<file path="config.mk">
export PLATFORM = sky130hd
export DESIGN_NAME = pulse_link_ports
export DESIGN_NICKNAME = d
export VERILOG_FILES = /design/src/pulse_link_pkg.sv /design/src/pulse_link_ports.sv
export VERILOG_INCLUDE_DIRS = /design/src
export SDC_FILE = /design/constraint.sdc
export NUM_CORES = 1
export LEC_CHECK = 0
export ABC_AREA = 1
export BUFFER_PORTS_ARGS = -buffer_cell sky130_fd_sc_hd__buf_4
export CAP_MARGIN = 20
export CELL_PAD_IN_SITES_DETAIL_PLACEMENT = 1
export CELL_PAD_IN_SITES_GLOBAL_PLACEMENT = 1
export CORE_MARGIN = 2
export CORE_UTILIZATION = 46
export CTS_CLUSTER_DIAMETER = 30
export DETAILED_ROUTE_END_ITERATION = 16
export PLACE_DENSITY = 0.78
export SYNTH_ARGS = -nofsm -noshare
export SYNTH_HDL_FRONTEND = slang
export SYNTH_SLANG_ARGS = --single-unit
</file>
<file path="constraint.sdc">
create_clock -name core_clk_in -period 3.1 [get_ports core_clk_in]
set_input_delay 0.62 -clock core_clk_in [delete_from_list [all_inputs] [get_ports core_clk_in]]
set_output_delay 0.62 -clock core_clk_in [all_outputs]
set_load 0.05 [all_outputs]
</file>
<file path="src/pulse_link_map.svh">
// constants for the two-port pulse link: timing counts and reset values
// assumes a 125 MHz core clock; all counts are derived from nanoseconds
`ifndef PULSE_LINK_MAP_SVH
`define PULSE_LINK_MAP_SVH
// core clock period
`define CLK_PERIOD_NS 8
// half-pulse widths of long and short symbols
`define LONG_HALF_NS 150
`define SHORT_HALF_NS 50
// receive split point between short and long first halves
`define CLASS_THRESH_NS 100
// time the controller waits for a reply after its own short symbol
`define REPLY_WAIT_NS 400
// least time rounded up to whole clock cycles
`define CEIL_CYC(ns) (((ns) + `CLK_PERIOD_NS - 1) / `CLK_PERIOD_NS)
`define LONG_HALF_CYC `CEIL_CYC(`LONG_HALF_NS)
`define SHORT_HALF_CYC `CEIL_CYC(`SHORT_HALF_NS)
`define CLASS_THRESH_CYC `CEIL_CYC(`CLASS_THRESH_NS)
`define SLOT_CYC (2 * `SHORT_HALF_CYC + `CEIL_CYC(`REPLY_WAIT_NS))
// strap level that selects the four-wire first port
`define MODE_FOUR_WIRE 1'b0
// reset value of the chain break bit
`define BREAK_RST 1'b0
`endif

</file>
<file path="src/pulse_link_pkg.sv">
// types shared by the pulse link logic
// assumes nothing of its surroundings
package pulse_link_pkg;
  // one decoded or requested symbol
  typedef struct packed {
    logic valid;
    logic long_sym;
    logic plus;
  } sym_t;
  // transmitter phases
  typedef enum logic [1:0] {
    TX_OFF = 2'b00,
    TX_FIRST = 2'b01,
    TX_SECOND = 2'b10
  } tx_state_t;
  // receiver phases
  typedef enum logic [1:0] {
    RX_IDLE = 2'b00,
    RX_FIRST = 2'b01,
    RX_END = 2'b10
  } rx_state_t;
endpackage

</file>
<file path="src/pulse_link_ports.sv">
// two-port reversible pulse link with four-wire spi front end
// assumes pins are asynchronous and the core logic shares core_clk_in
// How it works
// RULE1: second port is always a pulse port
// RULE2: four-wire strap makes first port the target
// RULE3: host starts transactions on first device
// RULE4: start on first port makes it target
// RULE5: start on second port reverses direction
// RULE6: break bit silences the controller port
// RULE7: break bit still lets commands be answered
// RULE8: watchdog reset clears the break bit
// RULE9: host clears break bits to find faults
// RULE10: transmitter drives positive, negative or off
// RULE11: symbol is two opposite halves then off
// RULE12: both halves equal, symbol twice half
// RULE13: long halves 150 ns, short 50 ns
// RULE14: spi front end finds four events
// RULE15: events map to long or short symbols
// RULE16: long symbols set internal chip select
// RULE17: short symbols set data, pulse clock
// RULE18: target replies only during reads
// RULE19: target never sends long symbols
// RULE20: missing reply reads as logic one
// RULE21: strap low selects four-wire first port
// RULE22: host keeps data stable at clock rise
// RULE23: first half width classifies long or short
`timescale 1ns/1ns
`include "pulse_link_map.svh"
module pulse_link_ports (
  input wire logic core_clk_in,
  input wire logic resetn_in,
  input wire logic clk_en_in,
  input wire logic port_a_mode_strap_in,
  input wire logic chip_select_n_in,
  input wire logic spi_clk_in,
  input wire logic serial_data_in_in,
  input wire logic first_port_pos_pin_in,
  output logic first_port_pos_pin_out,
  output logic first_port_pos_pin_oe_out,
  input wire logic first_port_neg_pin_in,
  output logic first_port_neg_pin_out,
  output logic first_port_neg_pin_oe_out,
  input wire logic second_port_pos_pin_in,
  output logic second_port_pos_pin_out,
  output logic second_port_pos_pin_oe_out,
  input wire logic second_port_neg_pin_in,
  output logic second_port_neg_pin_out,
  output logic second_port_neg_pin_oe_out,
  input wire logic core_read_active_in,
  input wire logic core_read_bit_in,
  input wire logic break_write_in,
  input wire logic break_value_in,
  input wire logic watchdog_reset_in,
  output logic core_cs_n_out,
  output logic core_sck_out,
  output logic core_sdi_out,
  output logic chain_break_enable_out,
  output logic return_valid_out,
  output logic return_bit_out,
  output logic port_b_target_out
);
  // widths of the timing counts as met by the 8-bit counters
  localparam logic [7:0] LONG_HALF = 8'(`LONG_HALF_CYC);
  localparam logic [7:0] SHORT_HALF = 8'(`SHORT_HALF_CYC);
  localparam logic [7:0] THRESH = 8'(`CLASS_THRESH_CYC);
  localparam logic [7:0] SLOT = 8'(`SLOT_CYC);

  logic [1:0] rst_q; // reset release stages
  logic rst_n; // synchronised reset
  logic [7:0] raw; // asynchronous inputs
  logic [7:0] sync1; // first stage, read only by sync2
  logic [7:0] sync2; // safe copies
  logic cs_d; // delayed chip select for edges
  logic sck_d; // delayed spi clock for edges
  logic four_wire; // first port is a four-wire spi
  logic next_dir_b; // next direction
  logic slot_load; // controller opens a reply slot
  logic [7:0] slot_cnt; // cycles left in the reply slot
  logic [7:0] on_len; // helper: cycles port b has driven
  pulse_link_pkg::sym_t spi_ev; // event from the spi front end
  pulse_link_pkg::sym_t tgt_ev; // event seen on the target side
  pulse_link_pkg::sym_t tx_req [2]; // symbol requests per port
  pulse_link_pkg::sym_t rx_sym [2]; // decoded symbols per port
  logic tx_on [2]; // pins driven
  logic tx_pos [2]; // positive pin sources
  logic tx_neg [2]; // negative pin sources
  logic tx_long [2]; // current symbol is long
  logic tgt; // index of the target port
  logic ctl; // index of the controller port

  // reset is released through two flip-flops
  always_ff @(posedge core_clk_in or negedge resetn_in) begin
    if (!resetn_in) begin
      rst_q <= 2'b00;
    end else begin
      rst_q <= {rst_q[0], 1'b1};
    end
  end
  assign rst_n = rst_q[1];

  // pins: strap, cs, sck, sdi, then pos/neg of each port
  assign raw = {second_port_neg_pin_in, second_port_pos_pin_in,
                first_port_neg_pin_in, first_port_pos_pin_in,
                serial_data_in_in, spi_clk_in, chip_select_n_in,
                port_a_mode_strap_in};

  // two-stage synchronisers, plus a third stage for edge finding
  always_ff @(posedge core_clk_in or negedge rst_n) begin
    if (!rst_n) begin
      sync1 <= 8'h02;
      sync2 <= 8'h02;
      cs_d <= 1'b1;
      sck_d <= 1'b0;
    end else if (clk_en_in) begin
      sync1 <= raw;
      sync2 <= sync1;
      cs_d <= sync2[1];
      sck_d <= sync2[2];
    end
  end

  // RULE21 strap decode
  assign four_wire = (sync2[0] == `MODE_FOUR_WIRE);

  // spi front end events, only while the strap selects it
  always_comb begin
    spi_ev = '0;
    if (four_wire) begin
      // RULE14 RULE15 event to symbol
      if (!sync2[1] && cs_d) begin
        spi_ev = '{1'b1, 1'b1, 1'b0};
      end else if (sync2[1] && !cs_d) begin
        spi_ev = '{1'b1, 1'b1, 1'b1};
      end else if (sync2[2] && !sck_d && !sync2[1]) begin
        spi_ev = '{1'b1, 1'b0, sync2[3]};
      end
    end
  end

  // port direction follows where an idle transaction starts
  always_comb begin
    next_dir_b = port_b_target_out;
    if (four_wire) begin
      // RULE2 fixed direction
      next_dir_b = 1'b0;
    end else if (core_cs_n_out && rx_sym[0].valid) begin
      // RULE4 first port starts
      next_dir_b = 1'b0;
    end else if (core_cs_n_out && rx_sym[1].valid) begin
      // RULE5 reverse the chain
      next_dir_b = 1'b1;
    end
  end
  assign tgt = next_dir_b;
  assign ctl = ~next_dir_b;

  // direction register
  always_ff @(posedge core_clk_in or negedge rst_n) begin
    if (!rst_n) begin
      port_b_target_out <= 1'b0;
    end else if (clk_en_in) begin
      port_b_target_out <= next_dir_b;
    end
  end

  // target side event: spi front end or decoded target symbol
  assign tgt_ev = four_wire ? spi_ev : rx_sym[tgt];

  // requests: forward to the controller, reply on the target
  always_comb begin
    tx_req[0] = '0;
    tx_req[1] = '0;
    // RULE1 RULE6 forward unless broken
    if (tgt_ev.valid && !chain_break_enable_out) begin
      tx_req[ctl] = tgt_ev;
    end
    // RULE18 RULE19 short reply in reads
    if (tgt_ev.valid && !tgt_ev.long_sym && core_read_active_in &&
        !four_wire) begin
      tx_req[tgt] = '{1'b1, 1'b0, core_read_bit_in};
    end
  end

  // one receiver and one transmitter per port
  for (genvar p = 0; p < 2; p++) begin : g_port
    pulse_link_pkg::rx_state_t rx_st; // receiver phase
    logic [7:0] rx_cnt; // first half length
    logic rx_first_pos; // first half polarity
    pulse_link_pkg::sym_t sym; // decoded symbol pulse
    pulse_link_pkg::tx_state_t tx_st; // transmitter phase
    logic [7:0] tx_cnt; // cycles left in this half
    logic lvl_p; // positive level seen
    logic lvl_n; // negative level seen
    assign lvl_p = sync2[4 + 2 * p] & ~sync2[5 + 2 * p];
    assign lvl_n = sync2[5 + 2 * p] & ~sync2[4 + 2 * p];
    assign rx_sym[p] = sym;

    // receiver, blanked while this port drives its own pins
    always_ff @(posedge core_clk_in or negedge rst_n) begin
      if (!rst_n) begin
        rx_st <= pulse_link_pkg::RX_IDLE;
        rx_cnt <= 8'h00;
        rx_first_pos <= 1'b0;
        sym <= '0;
      end else if (clk_en_in) begin
        sym <= '0;
        unique case (rx_st)
          pulse_link_pkg::RX_IDLE: begin
            if (!tx_on[p] && (lvl_p || lvl_n)) begin
              rx_first_pos <= lvl_p;
              rx_cnt <= 8'h01;
              rx_st <= pulse_link_pkg::RX_FIRST;
            end
          end
          pulse_link_pkg::RX_FIRST: begin
            if ((lvl_p && rx_first_pos) || (lvl_n && !rx_first_pos)) begin
              rx_cnt <= rx_cnt + {7'h00, rx_cnt != 8'hff};
            end else if (lvl_p || lvl_n) begin
              // RULE23 classify by first half
              sym <= '{1'b1, rx_cnt >= THRESH, rx_first_pos};
              rx_st <= pulse_link_pkg::RX_END;
            end else begin
              rx_st <= pulse_link_pkg::RX_IDLE;
            end
          end
          pulse_link_pkg::RX_END: begin
            if (!lvl_p && !lvl_n) begin
              rx_st <= pulse_link_pkg::RX_IDLE;
            end
          end
          default: begin
            rx_st <= pulse_link_pkg::RX_IDLE;
          end
        endcase
      end
    end

    // transmitter; a request while busy is dropped
    always_ff @(posedge core_clk_in or negedge rst_n) begin
      if (!rst_n) begin
        tx_st <= pulse_link_pkg::TX_OFF;
        tx_cnt <= 8'h00;
        tx_on[p] <= 1'b0;
        tx_pos[p] <= 1'b0;
        tx_neg[p] <= 1'b0;
        tx_long[p] <= 1'b0;
      end else if (clk_en_in) begin
        unique case (tx_st)
          pulse_link_pkg::TX_OFF: begin
            if (tx_req[p].valid) begin
              // RULE10 RULE13 first half
              tx_st <= pulse_link_pkg::TX_FIRST;
              tx_on[p] <= 1'b1;
              tx_pos[p] <= tx_req[p].plus;
              tx_neg[p] <= ~tx_req[p].plus;
              tx_long[p] <= tx_req[p].long_sym;
              tx_cnt <= (tx_req[p].long_sym ? LONG_HALF : SHORT_HALF) - 8'd1;
            end
          end
          pulse_link_pkg::TX_FIRST: begin
            if (tx_cnt == 8'h00) begin
              // RULE11 RULE12 equal opposite half
              tx_st <= pulse_link_pkg::TX_SECOND;
              tx_pos[p] <= tx_neg[p];
              tx_neg[p] <= tx_pos[p];
              tx_cnt <= (tx_long[p] ? LONG_HALF : SHORT_HALF) - 8'd1;
            end else begin
              tx_cnt <= tx_cnt - 8'd1;
            end
          end
          pulse_link_pkg::TX_SECOND: begin
            if (tx_cnt == 8'h00) begin
              // RULE11 return to off
              tx_st <= pulse_link_pkg::TX_OFF;
              tx_on[p] <= 1'b0;
              tx_pos[p] <= 1'b0;
              tx_neg[p] <= 1'b0;
            end else begin
              tx_cnt <= tx_cnt - 8'd1;
            end
          end
          default: begin
            tx_st <= pulse_link_pkg::TX_OFF;
            tx_on[p] <= 1'b0;
            tx_pos[p] <= 1'b0;
            tx_neg[p] <= 1'b0;
          end
        endcase
      end
    end
  end

  // pins come straight from the transmitter flops
  assign first_port_pos_pin_out = tx_pos[0];
  assign first_port_neg_pin_out = tx_neg[0];
  assign first_port_pos_pin_oe_out = tx_on[0];
  assign first_port_neg_pin_oe_out = tx_on[0];
  assign second_port_pos_pin_out = tx_pos[1];
  assign second_port_neg_pin_out = tx_neg[1];
  assign second_port_pos_pin_oe_out = tx_on[1];
  assign second_port_neg_pin_oe_out = tx_on[1];

  // break bit; only forwarding to the controller port is gated, reception and replies go on
  always_ff @(posedge core_clk_in or negedge rst_n) begin
    if (!rst_n) begin
      chain_break_enable_out <= `BREAK_RST;
    end else if (clk_en_in) begin
      if (watchdog_reset_in) begin
        // RULE8 watchdog clears break
        chain_break_enable_out <= 1'b0;
      end else if (break_write_in) begin
        // RULE7 break leaves receive path
        chain_break_enable_out <= break_value_in;
      end
    end
  end

  // internal spi strobes rebuilt from target events
  always_ff @(posedge core_clk_in or negedge rst_n) begin
    if (!rst_n) begin
      core_cs_n_out <= 1'b1;
      core_sck_out <= 1'b0;
      core_sdi_out <= 1'b0;
    end else if (clk_en_in) begin
      core_sck_out <= 1'b0;
      if (tgt_ev.valid && tgt_ev.long_sym) begin
        // RULE16 drive chip select
        core_cs_n_out <= tgt_ev.plus;
      end else if (tgt_ev.valid) begin
        // RULE17 set data, pulse clock
        core_sdi_out <= tgt_ev.plus;
        core_sck_out <= 1'b1;
      end
    end
  end

  // reply slot opened by each short symbol the controller sends
  assign slot_load = tx_req[ctl].valid && !tx_req[ctl].long_sym &&
                     !tx_on[ctl];
  always_ff @(posedge core_clk_in or negedge rst_n) begin
    if (!rst_n) begin
      slot_cnt <= 8'h00;
      return_valid_out <= 1'b0;
      return_bit_out <= 1'b1;
    end else if (clk_en_in) begin
      return_valid_out <= 1'b0;
      if (slot_load) begin
        slot_cnt <= SLOT;
      end else if (slot_cnt != 8'h00) begin
        if (rx_sym[ctl].valid && !rx_sym[ctl].long_sym) begin
          return_valid_out <= 1'b1;
          return_bit_out <= rx_sym[ctl].plus;
          slot_cnt <= 8'h00;
        end else begin
          slot_cnt <= slot_cnt - 8'd1;
          if (slot_cnt == 8'h01) begin
            // RULE20 null reply reads one
            return_valid_out <= 1'b1;
            return_bit_out <= 1'b1;
          end
        end
      end
    end
  end

  // helper for checks: length of each port b symbol
  always_ff @(posedge core_clk_in or negedge rst_n) begin
    if (!rst_n) begin
      on_len <= 8'h00;
    end else if (clk_en_in) begin
      on_len <= tx_on[1] ? on_len + 8'd1 : 8'h00;
    end
  end
endmodule

</file>
-- Word level (Yosys, flattened, before mapping)
Cells that the tools add are included.
- flip-flop bits (word level): 91
- output and inout port bits: 15
- reduce and logical (&&, ||, !) cells: 77
- $lt $le $gt $ge: 6
- equality and inequality tests: 27
- add/subtract/negate cells: 9
- muxes and demuxes: 99
- bitwise operators: 18
- operators by type and width (kind ; count):
    8-bit 2-to-1 mux ; 13
    3-bit 2-to-1 mux ; 21
    8-bit one-hot mux with 3 select lines ; 2
    4-bit AND reduction ; 11
    2-bit != test, second input constant ; 16
    8-bit one-hot mux with 2 select lines ; 2
    1-bit 2-to-1 mux ; 28
    2-bit 2-to-1 mux ; 14
    1-bit logical AND ; 24
    2-bit one-hot mux with 3 select lines ; 4
    5-bit by 1-bit subtractor with 6-bit output, second input constant ; 4
    8-bit by 1-bit subtractor with 8-bit output, second input constant ; 3
    5-bit 2-to-1 mux ; 4
    1-bit one-hot mux with 3 select lines ; 6
    8-bit by 1-bit adder with 8-bit output ; 2
    8-bit by 4-bit greater-or-equal comparator with 1-bit output, second input constant ; 2
    1-bit zero test ; 16
    8-bit zero test ; 2
    8-bit != test, second input constant ; 2
    3-bit AND reduction ; 5
    6-bit 2-to-1 mux ; 2
    1-bit NOT ; 11
    2-bit nonzero test ; 5
    2-bit by 1-bit equality test with 1-bit output, second input constant ; 4
    14 further kinds ; 33

-- Longest topological paths before layout
- depth after elaboration: 22
- gate-level depth with buffers: 13
- gate-level depth less buffers: 13

-- Worst setup path before layout
OpenSTA, ideal clock, no wires.
- path kind: register to register
- start: register core_cs_n_out
- end: register g_port[0].tx_cnt[7]
- arrival time: 1810 ps
- stages on the path, launching flop included: 11
- path buffers: 1
- slack: 1167 ps
- library setup time: 123 ps
- data required time: 2977 ps
- cells stage by stage: dfstp_2 -> nand2_1 -> nand4_1 -> nand3_2 -> nor2_2 -> nand2_1 -> nand3_2 -> nand3_4 -> buf_12 -> nand2_2 -> o21ai_2
- longest elaborated chain between the ends: 18
- elaborated cells between the ends (all ways): 37
- those cells by class: 1 x add/sub; 4 x order compare; 1 x eq/ne; 17 x mux; 4 x bitwise; 10 x reduce/logical
- ends and longest elaborated chain (what ; line ; text):
    start: declaration ; pulse_link_ports.sv:54 ; output logic core_cs_n_out,
    start signal: assignment ; pulse_link_ports.sv:328 ; core_cs_n_out <= tgt_ev.plus;
    1-bit logical AND ; pulse_link_ports.sv:149 ; end else if (core_cs_n_out && rx_sym[1].valid) begin
    1-bit 2-to-1 mux ; pulse_link_ports.sv:149 ;
    1-bit 2-to-1 mux (*) ; pulse_link_ports.sv:146 ; end else if (core_cs_n_out && rx_sym[0].valid) begin
    1-bit 2-to-1 mux (*) ; pulse_link_ports.sv:143 ; if (four_wire) begin
    1-bit NOT / 1-bit NOT with 2-bit output (equally long branches) ; pulse_link_ports.sv:155, pulse_link_ports.sv:167, pulse_link_ports.sv:180 ;
    1-bit NOT with 2-bit output (implied by the code) / 3-bit 2-to-1 mux (equally long branches) ; pulse_link_ports.sv:175, pulse_link_ports.sv:167 ;
    2-bit greater-or-equal comparator (implied by the code) (tied with other cells) ; pulse_link_ports.sv:175 ; tx_req[ctl] = tgt_ev;
    1-bit logical AND (implied by the code) / 3-bit 2-to-1 mux (equally long branches) ; pulse_link_ports.sv:175, pulse_link_ports.sv:167 ;
    (+2 left out) ; n/a ;
    6-bit AND (no line) / 1-bit logical AND (equally long branches) ; n/a ;
    6-bit 2-to-1 mux / 1-bit logical AND (equally long branches) ; pulse_link_ports.sv:174, pulse_link_ports.sv:178 ;
    6-bit bitwise mux / 1-bit logical AND (equally long branches) ; pulse_link_ports.sv:180, pulse_link_ports.sv:178 ;
    6-bit 2-to-1 mux (*) ; pulse_link_ports.sv:178 ; if (tgt_ev.valid && !tgt_ev.long_sym && core_read_active_in &&
    5-bit 2-to-1 mux ; pulse_link_ports.sv:257 ; tx_cnt <= (tx_req[p].long_sym ? LONG_HALF : SHORT_HALF) - 8'd1;
    5-bit by 1-bit subtractor with 6-bit output ; pulse_link_ports.sv:257 ;
    8-bit 2-to-1 mux ; pulse_link_ports.sv:250 ; if (tx_req[p].valid) begin
    8-bit one-hot mux with 3 select lines ; pulse_link_ports.sv:248 ; unique case (tx_st)
    end signal: assignment ; pulse_link_ports.sv:257 ;
    end signal: assignment ; pulse_link_ports.sv:266 ; tx_cnt <= (tx_long[p] ? LONG_HALF : SHORT_HALF) - 8'd1;
    end signal: assignment ; pulse_link_ports.sv:268 ; tx_cnt <= tx_cnt - 8'd1;
    end: declaration ; pulse_link_ports.sv:191 ; logic [7:0] tx_cnt;
Every way passes the cells marked *; elsewhere a longest branch is shown, timed or not. The select of a mux whose other input is x is not followed.
A chain may end at the register's enable or synchronous reset.

-- Final worst setup path
- start: register core_cs_n_out
- end: register g_port[1].tx_cnt[2]
- longest elaborated chain between the ends: 18
- elaborated cells between the ends (all ways): 37
- those cells by class: 1 x add/sub; 4 x order compare; 1 x eq/ne; 17 x mux; 4 x bitwise; 10 x reduce/logical
- ends and longest elaborated chain (what ; line):
    1-bit logical AND ; pulse_link_ports.sv:149
    1-bit 2-to-1 mux ; pulse_link_ports.sv:149
    1-bit 2-to-1 mux (*) ; pulse_link_ports.sv:146
    1-bit 2-to-1 mux (*) ; pulse_link_ports.sv:143
    1-bit NOT / 1-bit NOT with 2-bit output (equally long branches) ; pulse_link_ports.sv:155, pulse_link_ports.sv:167, pulse_link_ports.sv:180
    1-bit NOT with 2-bit output (implied by the code) / 3-bit 2-to-1 mux (equally long branches) ; pulse_link_ports.sv:175, pulse_link_ports.sv:167
    2-bit greater-or-equal comparator (implied by the code) (tied with other cells) ; pulse_link_ports.sv:175
    1-bit logical AND (implied by the code) / 3-bit 2-to-1 mux (equally long branches) ; pulse_link_ports.sv:175, pulse_link_ports.sv:167
    (+2 left out) ; n/a
    6-bit AND (no line) / 1-bit logical AND (equally long branches) ; n/a
    6-bit 2-to-1 mux / 1-bit logical AND (equally long branches) ; pulse_link_ports.sv:174, pulse_link_ports.sv:178
    6-bit bitwise mux / 1-bit logical AND (equally long branches) ; pulse_link_ports.sv:180, pulse_link_ports.sv:178
    6-bit 2-to-1 mux (*) ; pulse_link_ports.sv:178
    5-bit 2-to-1 mux ; pulse_link_ports.sv:257
    5-bit by 1-bit subtractor with 6-bit output ; pulse_link_ports.sv:257
    8-bit 2-to-1 mux ; pulse_link_ports.sv:250
    8-bit one-hot mux with 3 select lines ; pulse_link_ports.sv:248
    end signal: assignment ; pulse_link_ports.sv:257
    end signal: assignment ; pulse_link_ports.sv:266
    end signal: assignment ; pulse_link_ports.sv:268
    end: declaration ; pulse_link_ports.sv:191
Marked as above.

==> results.sh <==
export IMPL_ios=31
export IMPL_drc=0
export IMPL_grt_max_degree=45
export IMPL_finalHoldWorstSlack_ns=0.04383
export IMPL_pwr_share_comb=0.457
export IMPL_period_needed_ns=2.148
export IMPL_cp_required_ns=3.33
export IMPL_die_h_um=111.0
export IMPL_gp_congestion=0.8183
export IMPL_critical_path_max_stage_delay_ns=0.59
export IMPL_dp_hpwl_mm=9.490
export IMPL_vias=4366
export IMPL_power_density_mw_per_mm2=977.3
export IMPL_ant_nets=0
export IMPL_rsz0062_at_grt="no"
export IMPL_first_pass_iters=4
export IMPL_wl_per_cell_um=15.31
export IMPL_grt_total_usage=0.2201
export IMPL_ys_ff_latch=91
export IMPL_ir_drop_v=0.0005091
export IMPL_fin_crit_sh=0.6929
export IMPL_clk_latency_ns=0.35
export IMPL_grt_pass1_vias=4689
export IMPL_tightest_slew_ns=0.5877
export IMPL_power_switching_uw=2571
export IMPL_overflow=0
export IMPL_grt_pass1_wl_mm=22.06
export IMPL_synth_area_top_cells="dfrtp_1 41%, nand2_1 12%, o21ai_0 6.3%, ha_1 5.7%, inv_1 5.6%"
export IMPL_nNetsFinal=725
export IMPL_core_area_mm2=0.01127
export IMPL_clock_sinks=91
export IMPL_setup_slack_ns=0.9519
export IMPL_hold_violations=0
export IMPL_tritoncts="built"
export IMPL_post_cts_buffers=0
export IMPL_cap_violations=0
export IMPL_setup_viol=0
export IMPL_path_clk_slew_ns=0.07
export IMPL_pwr_share_seq=0.323
export IMPL_avgSynthCellArea_um2=8.047
export IMPL_status="finished, final reports clean"
export IMPL_power_internal_uw=3232
export IMPL_start_kind="flip-flop"
export IMPL_skew_ns=0.006083
export IMPL_hold_class="in -> async"
export IMPL_synth_top_cell_area_share=0.4089
export IMPL_cp_slowest_cell="dfstp_2"
export IMPL_p_total_uw=5803
export IMPL_h_tree_depth=3
export IMPL_power_frac_clock=0.221
export IMPL_cp_max_fo=16
export IMPL_synth_top_area_cell="dfrtp_1"
export IMPL_switching_share=0.4430
export IMPL_clockBufferDepth=2
export IMPL_synth_fp_nets=694
export IMPL_fp_row_count=39
export IMPL_wl_mm=12.75
export IMPL_synth_main_ff_cell="dfrtp_1"
export IMPL_pre_cts_ws_ns=0.7107
export IMPL_ys_seq_area_frac=0.4339
export IMPL_io_buffers=30
export IMPL_synthArstFlopShare=1.000
export IMPL_initialDrtViolationCount=185
export IMPL_syn_cell_area_mm2=0.005263
export IMPL_clock_root_buffer="clkbuf_16"
export IMPL_crit_arrival_ns=2.38
export IMPL_via_per_inst=5.241
export IMPL_dieWidth_um=111.0
export IMPL_path_cells="nand2_1, nand2_2, nand2_2, clkinv_1, nand4_1, nand3_2, nand3_4, nand2_1, o21ai_2"
export IMPL_timing_slew_headroom=0.6082
export IMPL_post_route_util=0.5268
export IMPL_setup_tns_ns=0
export IMPL_finalMaxSlewViolations=0
export IMPL_cts_resized=0
export IMPL_synth_edf_count=0
export IMPL_antenna_found_initial=0
export IMPL_fmax_ghz=0.4655
export IMPL_path_class="reg -> reg"
export IMPL_dieArea_mm2=0.01231
export IMPL_cts_buffers=9
export IMPL_insertedDiodeCount=0
export IMPL_initial_core_util=0.4669
export IMPL_end_kind="flip-flop"
export IMPL_yosys_warnings=0
export IMPL_synth_distinct_cells=40
export IMPL_drive_gt1_frac=0.1478
export IMPL_areaGrowthSynthToFinish_pct=12.84
export IMPL_fillers=1368
export IMPL_synth_cells=654
export IMPL_power_leakage_uw=0.002887
export IMPL_hold_buffers=0
path summary, 6_finish.rpt:
kind,startpoint,to,slack (ns),cells past startpoint
max in group asynchronous,rst_q[1],sync1[1],1.99,1
setup reg to reg,core_cs_n_out,g_port[1].tx_cnt[2],0.95,9
hold / removal,resetn_in,rst_q[0],0.04,1
hold reg to reg,rst_q[1],g_port[0].tx_cnt[3],0.33,0
min in group core_clk_in,rst_q[0],rst_q[1],0.36,0
setup / recovery,core_cs_n_out,g_port[1].tx_cnt[2],0.95,9
flip-flops by register name, summed over array words and instances (netlist names), 2 cells and up:
name and cells:
sync2 8, g_port.tx_cnt 16, g_port.sym 6, g_port.tx_st 4, sync1 8, g_port.rx_cnt 16
g_port.rx_st 4, g_port.rx_first_pos 2, slot_cnt 8, rst_q 2, tx_long 2
through the flow:
| stage | area [µm²] | cells |
|---|---|---|
| after floorplan | 5263 | 654 |
| final | 5938 | 833 |
| after global placement | 5595 | 817 |
| after detailed placement | 5595 | 817 |
| after CTS | 5938 | 833 |
| after global routing | 5938 | 833 |
cell usage after synthesis (2+ instances only):
cell type    n
nand2_2     10
nand3_2      5
dfstp_2      5
nor2_2       2
a31oi_1      2
o21ai_1      4
nand3_1     43
nand2_1    166
a21oi_1     24
ha_1        24
xor2_1      12
inv_2        3
inv_1       79
o22ai_1      2
nor2_1      41
nand4_1     10
dfrtp_1     86
nor4_1       2
buf_12       2
nor3b_1      2
nand3_4      5
xnor2_1      4
buf_4        2
nor3_1      15
o21ai_2     17
o21ai_0     66
clkbuf_1     7
o211ai_1     2
per-layer routing:
layer  track usage  part of all wire  up-vias
met1        0.2792              0.46     2110
met2        0.3836              0.50       47
met3       0.03062             0.023       14
met5             0                 0        -
met4       0.08083             0.016        0
li1              -                 -     2195
cell usage in the layout (no fill, tap or decap), types with 3 or more instances in the layout:
master,n
nand2_2,10
dfstp_2,5
nand2_1,166
o21ai_0,66
nand4_1,10
xnor2_1,4
nand3_1,43
dfrtp_1,85
inv_2,3
o21ai_1,4
o21ai_2,17
clkbuf_16,9
bufinv_16,3
nand3_4,5
xor2_1,12
inv_1,79
nor3_1,15
buf_4,33
nor2_1,41
nand3_2,5
a21oi_1,24
ha_1,24
area by class of cell:
class	instances	area (µm²)	area share
flip-flops and latches	91	2287	0.3852
clock inverters	5	100.1	0.01686
multi-input cells	467	2570	0.4328
inverters	83	311.5	0.05247
repair buffers	33	247.7	0.04172
well taps	143	178.9	0.03013
clock buffers	11	242.7	0.04088
worst max-delay path, delay by kind of cell (launching register included):
kind / cells / cell delay (ns)
buffers and inverters: 1 / 0.19
AO/OA/AOI/OAI: 1 / 0.08
flip-flops: 1 / 0.59
AND/OR/NAND/NOR: 7 / 1.16
kinds of logic (layout without fill, tap and decap cells):
| family | count (synthesis) | in the layout | synth area share |
|---|---|---|---|
| buffers and inverters | 96 | 132 | 0.07774 |
| xor gates and xnor gates | 16 | 16 | 0.02663 |
| AOI/OAI and AO/OA | 121 | 121 | 0.1362 |
| DFF | 91 | 91 | 0.4339 |
| other | 1 | 1 | 0.0007126 |
| muxes | 1 | 1 | 0.001902 |
| adders and majority gates | 24 | 24 | 0.05706 |
| and+or+nand+nor | 304 | 304 | 0.2658 |
power by group through the flow:
stage               clock network, µW  logic [µW]  registers [µW]
floorplan                           0        1870            2030
global placement                    0        2530            1870
detailed placement                  0        2640            1890
CTS                              1310        2670            1870
global route                     1350        2990            1920
finish                           1280        2650            1870
Power figures use the tool's default switching activity.
